[src/design/emi_regs.svh]
`ifndef EMI_REGS_SVH
`define EMI_REGS_SVH

// ----------------------------------------
// register fields and reset values
// ----------------------------------------
`define EMI_PAGE_RESET 8'h00
`define EMI_CFG_RESET 8'h03
`define EMI_CFG_WR_MASK 8'h3F
`define EMI_CFG_BANK_BIT 5
`define EMI_CFG_MUX_BIT 4
`define EMI_CFG_MODE_HI 3
`define EMI_CFG_MODE_LO 2
`define EMI_CFG_ALE_HI 1
`define EMI_CFG_ALE_LO 0

// ----------------------------------------
// address map and timing
// ----------------------------------------
`define EMI_ONCHIP_BITS 12
`define EMI_STROBE_CYCLES 4

// ----------------------------------------
// pin positions within a bank of four ports
// ----------------------------------------
`define EMI_PIN_WR 7
`define EMI_PIN_RD 6
`define EMI_PIN_ALE 5
`define EMI_BANK_WIDTH 32
`endif

[src/design/emi_pkg.sv]
package emi_pkg;
  typedef enum logic [1:0] {
    emi_mode_onchip = 2'h0,
    emi_mode_split_nobank = 2'h1,
    emi_mode_split_bank = 2'h2,
    emi_mode_offchip = 2'h3
  } emi_mode_t;

  typedef enum logic [2:0] {
    emi_st_idle = 3'h0,
    emi_st_ale_high = 3'h1,
    emi_st_ale_low = 3'h3,
    emi_st_strobe = 3'h2,
    emi_st_done = 3'h6,
    emi_st_onchip = 3'h4
  } emi_state_t;
endpackage : emi_pkg

[src/design/emi_bus_if.sv]
`timescale 1ns/1ps
interface emi_bus_if;
  logic claim;
  logic bank_upper;
  logic mux_sep;
  logic drive_high;
  logic addr_phase;
  logic data_oe;
  logic ale;
  logic rd_n;
  logic wr_n;
  logic [7:0] addr_high;
  logic [7:0] addr_low;
  logic [7:0] dout;
  logic [7:0] din;

  modport engine (
    output claim, bank_upper, mux_sep, drive_high, addr_phase, data_oe,
    output ale, rd_n, wr_n, addr_high, addr_low, dout,
    input din
  );
  modport pins (
    input claim, bank_upper, mux_sep, drive_high, addr_phase, data_oe,
    input ale, rd_n, wr_n, addr_high, addr_low, dout,
    output din
  );
endinterface : emi_bus_if

[src/design/emi_pin_mux.sv]
`timescale 1ns/1ps
`include "emi_regs.svh"
module emi_pin_mux (
  input wire logic ref_clk,
  input wire logic rst_b,
  emi_bus_if.pins bus,
  input wire logic [63:0] pin_in,
  output logic [63:0] pin_out,
  output logic [63:0] pin_oe,
  output logic [63:0] pin_own
);
  logic [15:0] sync_a;
  logic [15:0] sync_b;
  logic [31:0] o32;
  logic [31:0] e32;
  logic [31:0] w32;

  // ----------------------------------------
  // data pins: two-stage sync of both banks
  // ----------------------------------------
  always_ff @(posedge ref_clk or negedge rst_b) begin
    if (!rst_b) begin
      sync_a <= 16'h0000;
      sync_b <= 16'h0000;
    end else begin
      sync_a <= {pin_in[63:56], pin_in[31:24]};
      sync_b <= sync_a;
    end
  end
  assign bus.din = bus.bank_upper ? sync_b[15:8] : sync_b[7:0];

  // ----------------------------------------
  // per-bank routing
  // ----------------------------------------
  always_comb begin
    o32 = 32'h0000_0000;
    e32 = 32'h0000_0000;
    w32 = 32'h0000_0000;
    // released pins stay with the port latches / crossbar
    if (bus.claim) begin
      o32[`EMI_PIN_WR] = bus.wr_n;
      o32[`EMI_PIN_RD] = bus.rd_n;
      w32[`EMI_PIN_WR] = 1'b1;
      w32[`EMI_PIN_RD] = 1'b1;
      o32[23:16] = bus.addr_high;
      // short move in split-no-bank leaves upper address to the latches
      w32[23:16] = {8{bus.drive_high}};
      w32[31:24] = 8'hFF;
      if (!bus.mux_sep) begin
        o32[`EMI_PIN_ALE] = bus.ale;
        w32[`EMI_PIN_ALE] = 1'b1;
        o32[31:24] = bus.addr_phase ? bus.addr_low : bus.dout;
        e32[31:24] = {8{bus.addr_phase | bus.data_oe}};
      end else begin
        o32[15:8] = bus.addr_low;
        w32[15:8] = 8'hFF;
        o32[31:24] = bus.dout;
        e32[31:24] = {8{bus.data_oe}};
      end
      e32[23:0] = w32[23:0];
    end
  end

  // only level, enable and ownership leave here; output mode stays the port's
  always_comb begin
    if (bus.bank_upper) begin
      pin_out = {o32, 32'h0000_0000};
      pin_oe = {e32, 32'h0000_0000};
      pin_own = {w32, 32'h0000_0000};
    end else begin
      pin_out = {32'h0000_0000, o32};
      pin_oe = {32'h0000_0000, e32};
      pin_own = {32'h0000_0000, w32};
    end
  end
endmodule : emi_pin_mux

[src/design/emi_ctrl.sv]
`timescale 1ns/1ps
`include "emi_regs.svh"
module emi_ctrl #(
  parameter int STROBE_CYCLES = `EMI_STROBE_CYCLES
) (
  input wire logic ref_clk,
  input wire logic rst_b,
  input wire logic page_wr_en,
  input wire logic cfg_wr_en,
  input wire logic [7:0] sfr_wdata,
  output logic [7:0] xram_page_high_byte,
  output logic [7:0] ext_memory_configuration,
  input wire logic move_req,
  input wire logic move_we,
  input wire logic move_short,
  input wire logic [15:0] move_ptr,
  input wire logic [7:0] move_low,
  input wire logic [7:0] move_wdata,
  output logic move_busy,
  output logic move_ack,
  output logic [7:0] move_rdata,
  output logic xram_req,
  output logic xram_we,
  output logic [11:0] xram_addr,
  output logic [7:0] xram_wdata,
  input wire logic [7:0] xram_rdata,
  input wire logic [63:0] pin_in,
  output logic [63:0] pin_out,
  output logic [63:0] pin_oe,
  output logic [63:0] pin_own
);
  localparam logic [7:0] STROBE_LAST = 8'(STROBE_CYCLES - 1);

  emi_bus_if bus ();

  emi_pin_mux u_pins (
    .ref_clk(ref_clk),
    .rst_b(rst_b),
    .bus(bus),
    .pin_in(pin_in),
    .pin_out(pin_out),
    .pin_oe(pin_oe),
    .pin_own(pin_own)
  );

  // ----------------------------------------
  // configuration registers
  // ----------------------------------------
  logic [7:0] page_q;
  logic [7:0] cfg_q;
  logic [7:0] next_page;
  logic [7:0] next_cfg;

  always_comb begin
    next_page = page_q;
    next_cfg = cfg_q;
    if (page_wr_en) begin
      next_page = sfr_wdata;
    end
    // top two bits unused, always read zero
    if (cfg_wr_en) begin
      next_cfg = sfr_wdata & `EMI_CFG_WR_MASK;
    end
  end

  always_ff @(posedge ref_clk or negedge rst_b) begin
    if (!rst_b) begin
      page_q <= `EMI_PAGE_RESET;
      cfg_q <= `EMI_CFG_RESET;
    end else begin
      page_q <= next_page;
      cfg_q <= next_cfg;
    end
  end
  assign xram_page_high_byte = page_q;
  assign ext_memory_configuration = cfg_q;

  // ----------------------------------------
  // address decode of a new request
  // ----------------------------------------
  emi_pkg::emi_mode_t mode;
  logic [15:0] eff_addr;
  logic above_4k;
  logic go_off;
  logic [7:0] ale_last;

  assign mode = emi_pkg::emi_mode_t'(cfg_q[`EMI_CFG_MODE_HI:`EMI_CFG_MODE_LO]);
  assign eff_addr = move_short ? {page_q, move_low} : move_ptr;
  assign above_4k = |eff_addr[15:`EMI_ONCHIP_BITS];
  assign ale_last = {6'h00, cfg_q[`EMI_CFG_ALE_HI:`EMI_CFG_ALE_LO]};

  always_comb begin
    unique case (mode)
      emi_pkg::emi_mode_onchip: go_off = 1'b0;
      emi_pkg::emi_mode_split_nobank: go_off = above_4k;
      emi_pkg::emi_mode_split_bank: go_off = above_4k;
      emi_pkg::emi_mode_offchip: go_off = 1'b1;
    endcase
  end

  // ----------------------------------------
  // access sequencer
  // ----------------------------------------
  emi_pkg::emi_state_t state;
  emi_pkg::emi_state_t next_state;
  logic [7:0] cnt;
  logic [7:0] next_cnt;
  logic [7:0] ale_len;
  logic [7:0] next_ale_len;
  logic we_q;
  logic next_we;
  logic bank_q;
  logic next_bank;
  logic sep_q;
  logic next_sep;
  logic hi_q;
  logic next_hi;
  logic [15:0] addr_q;
  logic [15:0] next_addr;
  logic [7:0] dout_q;
  logic [7:0] next_dout;
  logic [7:0] rdata_q;
  logic [7:0] next_rdata;
  logic ack_q;
  logic next_ack;
  logic xreq_q;
  logic next_xreq;

  always_comb begin
    next_state = state;
    next_cnt = cnt;
    next_ale_len = ale_len;
    next_we = we_q;
    next_bank = bank_q;
    next_sep = sep_q;
    next_hi = hi_q;
    next_addr = addr_q;
    next_dout = dout_q;
    next_rdata = rdata_q;
    next_ack = 1'b0;
    next_xreq = 1'b0;
    unique case (state)
      emi_pkg::emi_st_idle: begin
        if (move_req) begin
          next_we = move_we;
          next_addr = eff_addr;
          next_dout = move_wdata;
          if (!go_off) begin
            // on-chip hit: pins stay untouched
            next_xreq = 1'b1;
            next_state = emi_pkg::emi_st_onchip;
          end else begin
            // routing frozen for the whole access so a config write
            // mid-cycle cannot glitch the pins
            next_bank = cfg_q[`EMI_CFG_BANK_BIT];
            next_sep = cfg_q[`EMI_CFG_MUX_BIT];
            next_hi = !(move_short && mode == emi_pkg::emi_mode_split_nobank);
            next_ale_len = ale_last;
            if (!cfg_q[`EMI_CFG_MUX_BIT]) begin
              next_cnt = ale_last;
              next_state = emi_pkg::emi_st_ale_high;
            end else begin
              next_cnt = STROBE_LAST;
              next_state = emi_pkg::emi_st_strobe;
            end
          end
        end
      end
      emi_pkg::emi_st_ale_high: begin
        next_cnt = cnt - 8'h01;
        if (cnt == 8'h00) begin
          next_cnt = ale_len;
          next_state = emi_pkg::emi_st_ale_low;
        end
      end
      emi_pkg::emi_st_ale_low: begin
        next_cnt = cnt - 8'h01;
        if (cnt == 8'h00) begin
          next_cnt = STROBE_LAST;
          next_state = emi_pkg::emi_st_strobe;
        end
      end
      emi_pkg::emi_st_strobe: begin
        next_cnt = cnt - 8'h01;
        if (cnt == 8'h00) begin
          // strobe kept long enough to cover the two-stage sync
          next_rdata = we_q ? rdata_q : bus.din;
          next_state = emi_pkg::emi_st_done;
        end
      end
      emi_pkg::emi_st_onchip: begin
        next_state = emi_pkg::emi_st_done;
      end
      emi_pkg::emi_st_done: begin
        next_ack = 1'b1;
        next_state = emi_pkg::emi_st_idle;
      end
      default: begin
        next_state = emi_pkg::emi_st_idle;
      end
    endcase
  end

  // on-chip ram answers within the request cycle
  logic onchip_cap;
  assign onchip_cap = (state == emi_pkg::emi_st_onchip) && !we_q;

  always_ff @(posedge ref_clk or negedge rst_b) begin
    if (!rst_b) begin
      state <= emi_pkg::emi_st_idle;
      cnt <= 8'h00;
      ale_len <= 8'h00;
      we_q <= 1'b0;
      bank_q <= 1'b0;
      sep_q <= 1'b0;
      hi_q <= 1'b0;
      addr_q <= 16'h0000;
      dout_q <= 8'h00;
      rdata_q <= 8'h00;
      ack_q <= 1'b0;
      xreq_q <= 1'b0;
    end else begin
      state <= next_state;
      cnt <= next_cnt;
      ale_len <= next_ale_len;
      we_q <= next_we;
      bank_q <= next_bank;
      sep_q <= next_sep;
      hi_q <= next_hi;
      addr_q <= next_addr;
      dout_q <= next_dout;
      rdata_q <= onchip_cap ? xram_rdata : next_rdata;
      ack_q <= next_ack;
      xreq_q <= next_xreq;
    end
  end

  // ----------------------------------------
  // outputs to cpu, on-chip ram and pins
  // ----------------------------------------
  assign move_busy = (state != emi_pkg::emi_st_idle);
  assign move_ack = ack_q;
  assign move_rdata = rdata_q;
  assign xram_req = xreq_q;
  assign xram_we = we_q;
  assign xram_addr = addr_q[11:0]; // on-chip space wraps every 4k
  assign xram_wdata = dout_q;

  // remember whether the current done cycle ends an on-chip access
  logic onchip_done_q;
  always_ff @(posedge ref_clk or negedge rst_b) begin
    if (!rst_b) begin
      onchip_done_q <= 1'b0;
    end else begin
      onchip_done_q <= (state == emi_pkg::emi_st_onchip);
    end
  end

  logic off_active;
  assign off_active = (state == emi_pkg::emi_st_ale_high) ||
                      (state == emi_pkg::emi_st_ale_low) ||
                      (state == emi_pkg::emi_st_strobe) ||
                      (state == emi_pkg::emi_st_done && !onchip_done_q);

  assign bus.claim = off_active;
  assign bus.bank_upper = bank_q;
  assign bus.mux_sep = sep_q;
  assign bus.drive_high = hi_q;
  assign bus.addr_phase = (state == emi_pkg::emi_st_ale_high) ||
                          (state == emi_pkg::emi_st_ale_low);
  // write data driven only in strobe and hold; reads leave the bus released
  assign bus.data_oe = we_q && ((state == emi_pkg::emi_st_strobe) ||
                                (state == emi_pkg::emi_st_done));
  assign bus.ale = (state == emi_pkg::emi_st_ale_high);
  assign bus.rd_n = !((state == emi_pkg::emi_st_strobe) && !we_q);
  assign bus.wr_n = !((state == emi_pkg::emi_st_strobe) && we_q);
  assign bus.addr_high = addr_q[15:8];
  assign bus.addr_low = addr_q[7:0];
  assign bus.dout = dout_q;
endmodule : emi_ctrl

[config.mk]
export PLATFORM = sky130hd
export DESIGN_NAME = emi_ctrl
export DESIGN_NICKNAME = d
export VERILOG_FILES = /design/src/design/emi_pkg.sv /design/src/design/emi_bus_if.sv /design/src/design/emi_pin_mux.sv /design/src/design/emi_ctrl.sv
export VERILOG_INCLUDE_DIRS = /design/src /design/src/design
export SDC_FILE = /design/constraint.sdc
export NUM_CORES = 1
export LEC_CHECK = 0
export BUFFER_PORTS_ARGS = -buffer_cell sky130_fd_sc_hd__buf_2
export CAP_MARGIN = 20
export CORE_AREA = 2 2 138 140
export DETAILED_ROUTE_END_ITERATION = 7
export DIE_AREA = 0 0 140 142
export HOLD_SLACK_MARGIN = 0.12
export SYNTH_ARGS = -nofsm -noshare
export SYNTH_HDL_FRONTEND = slang
export SYNTH_SLANG_ARGS = --single-unit
[constraint.sdc]
create_clock -name ref_clk -period 3.18 [get_ports ref_clk]
set_input_delay 0.318 -clock ref_clk [delete_from_list [all_inputs] [get_ports ref_clk]]
set_output_delay 0.318 -clock ref_clk [all_outputs]
set_load 0.03 [all_outputs]
==> impl_metrics.ini <==
[run_status]
status = complete, but fails checks
violations = design-rule violations

[power]
ir_drop_mv = 0.6710
switching_power_uw = 5194
pwr-share-seq = 0.217
fin_total_pwr_uw = 8987
comb_power_share = 0.662
internal-power_uw = 3793
p_sw_frac = 0.5780
clkPwrFrac = 0.121
p_leak_uw = 0.003767
power_density_mw_per_mm2 = 1307

[finish]
finish.net_count = 874
multi_input_area_mm2 = 0.002092
final_common_cell = buf_2
stdcell_count = 990
diodes = 0
ff_latch_area_mm2 = 0.002455
final_layout_size_suffix_gt1_frac = 0.4630
final_cell_mix = buf_2, dfrtp_1, nor2_1, mux2i_1, conb_1
syn2layout_area_growth_pct = 20.58
nFillCells = 1910

[sta]
rsz0062_at_grt = no
finalHoldViolations = 0
fin_skew_ns = 0.007224
final-setup-viol-count = 0
fin_tns_setup_ns = 0
hold_slack_ns = 0.07415
maxSlewViolCount = 0
slew_headroom = 0.4011
max_clock_freq_ghz = 0.3692
fin_crit_ns = 2.708
tightest_slew_ns = 0.8983
min_period_over_period = 0.8517

[setup_path]
crit_path_end_kind = primary output
critical_path_required_ns = 2.86
cp_max_fo = 16
critPathLaunchType = flip-flop
crit_type = reg2out
worstPathArrival_ns = 2.39

[cts]
clk_pin_slew_worst_paths_ns = 0.07
postCtsSetupBuffers = 0
cts_resized = 0
h-tree-depth = 3
hold_buffers = 16
clk_latency_ns = 0.35
clk_path_buf_depth = 2
cts_tree = done
cts_root_buffer = clkbuf_16
cts_sinks = 98
numCtsBuffers = 9

[floorplanning]
core_area_mm2 = 0.01846
floorplan.die_area_mm2 = 0.01988
die_x_um = 140
fp.dieH_um = 142
start_util = 0.3089
num_rows = 50
io_pins = 359

[routing]
drc = 25
wirelength_mm = 16.34
first_pass_iters = 8
wire_per_inst_um = 16.50
dr.first_iter.drc_count = 230
ant_nets = 0
via_count = 4348
viasPerCell = 4.392

[global_route]
grt-ovfl-total = 0
grt_start_max_net_pins = 70
grt_pass1_wl_mm = 24.04
antenna_found_initial = 2
grt_usage = 0.1616
grt_pass1_vias = 4016

[synth]
synth_edf_count = 0
synth-seq-cells = 98
synthFlopType = dfrtp_1
synth.distinct_cells = 53
netlist_area_mm2 = 0.005702
syn_avg_cell_area_um2 = 10.06
syn_inst = 567
yosysWarnings = 0
async_flop_share = 1.000
ys_seq_area_frac = 0.4305

[placement]
port_buffers = 278
dp_cells = 958
place.gp.congestion = 0.8388
dpl.hpwl_mm = 12.89

[min_path]
worstHoldPathType = in2async

[job]
max-cap-violations = 0
==> Yosys cell counts, types with 2 or more instances <==
cell type,instances,area (um2)
o211ai_1,3,22.52
dfstp_2,2,52.55
and2_1,22,137.6
a21oi_1,29,145.1
nor3b_1,5,37.54
mux2_2,26,292.8
nor3_1,6,30.03
nor4_1,2,12.51
nor2_1,58,217.7
a21o_1,2,15.01
nor2b_1,4,25.02
clkbuf_1,10,37.54
dfrtp_1,96,2402
a31oi_1,8,50.05
o21ai_0,6,30.03
o311ai_0,3,26.28
or2_2,2,12.51
nand3_1,4,20.02
nand2b_1,3,18.77
mux2i_1,42,420.4
nand2_1,8,30.03
buf_4,145,1089
and3_1,18,112.6
inv_1,22,82.58
buf_2,7,35.03
a221oi_1,3,26.28
ha_1,4,50.05
buf_1,2,7.510
==> critical path: stages, from the launching register on <==
cell     delay [ns]
dfrtp_1        0.38
o21ai_0        0.21
nand2_1        0.07
or2_2          0.40
inv_1          0.27
and2_1         0.41
buf_2          0.27
==> layer usage <==
| layer | vias up | routed length, um | part of all wire | track usage |
|---|---|---|---|---|
| met4 | 2 | 175 | 0.011 | 0.03881 |
| li1 | 2104 | - | - | - |
| met2 | 182 | 7853 | 0.48 | 0.2647 |
| met1 | 2046 | 6743 | 0.41 | 0.2005 |
| met5 | - | 13 | 0.00080 | 0 |
| met3 | 14 | 1552 | 0.095 | 0.06595 |
==> cells by family (layout without fill, tap and decap cells) <==
logic type / after synthesis / count (layout) / synth area share
other cells: 1 / 32 / 0.0006577
fa+ha+maj: 4 / 4 / 0.008778
buf+inv: 188 / 346 / 0.2238
flops: 98 / 98 / 0.4305
simple gates: 144 / 144 / 0.1398
mux: 68 / 68 / 0.1251
compound gates: 64 / 64 / 0.07132
==> power by group through the flow <==
| stage | logic (uW) | clock network (uW) | registers [uW] |
|---|---|---|---|
| final | 5950 | 1090 | 1950 |
| after global routing | 6350 | 1180 | 2010 |
| after CTS | 6000 | 1120 | 1960 |
| after detailed placement | 5980 | 0 | 1980 |
| after global placement | 5960 | 0 | 1970 |
| after floorplan | 5020 | 0 | 2110 |
==> through the flow <==
step / setup WS [ns] / utilization / area [um2]
final: 0.4716 / 0.3725 / 6875
after global routing: 0.2461 / 0.3725 / 6875
after CTS: 0.4418 / 0.3725 / 6875
after detailed placement: 0.8326 / 0.3479 / 6421
after global placement: 0.8412 / 0.3479 / 6421
after floorplan: 0.2848 / - / 5818
==> state kept, by name, indices dropped and copies added (netlist names), 2 cells and up <==
| register | count |
|---|---|
| addr_q | 16 |
| u_pins.sync_a | 16 |
| u_pins.sync_b | 16 |
| cnt | 8 |
| move_rdata | 8 |
| xram_page_high_byte | 8 |
| xram_wdata | 8 |
| ext_memory_configuration | 6 |
| state | 3 |
| ale_len | 2 |
==> final timing paths <==
path | from | endpoint | slack, ns | cells past startpoint
max in group asynchronous | rst_b | xram_wdata[0] | 2.32 | 2
hold / removal | rst_b | move_rdata[7] | 0.07 | 1
min in group ref_clk | sfr_wdata[6] | xram_page_high_byte[6] | 0.19 | 2
hold reg to reg | u_pins.sync_a[4] | u_pins.sync_b[4] | 0.35 | 0
setup reg to reg | cnt[0] | cnt[1] | 1.01 | 6
setup / recovery | state[0] | pin_oe[12] | 0.47 | 6
==> area by class of cell <==
class,count,area share
Sequential cell,98,0.3571
Multi-Input combinational cell,312,0.3043
Timing Repair Buffer,308,0.2413
Tap cell,234,0.04258
Clock buffer,9,0.03276
Inverter,22,0.01201
Clock inverter,7,0.01001
Note: power is estimated with default switching activity, not from simulation.
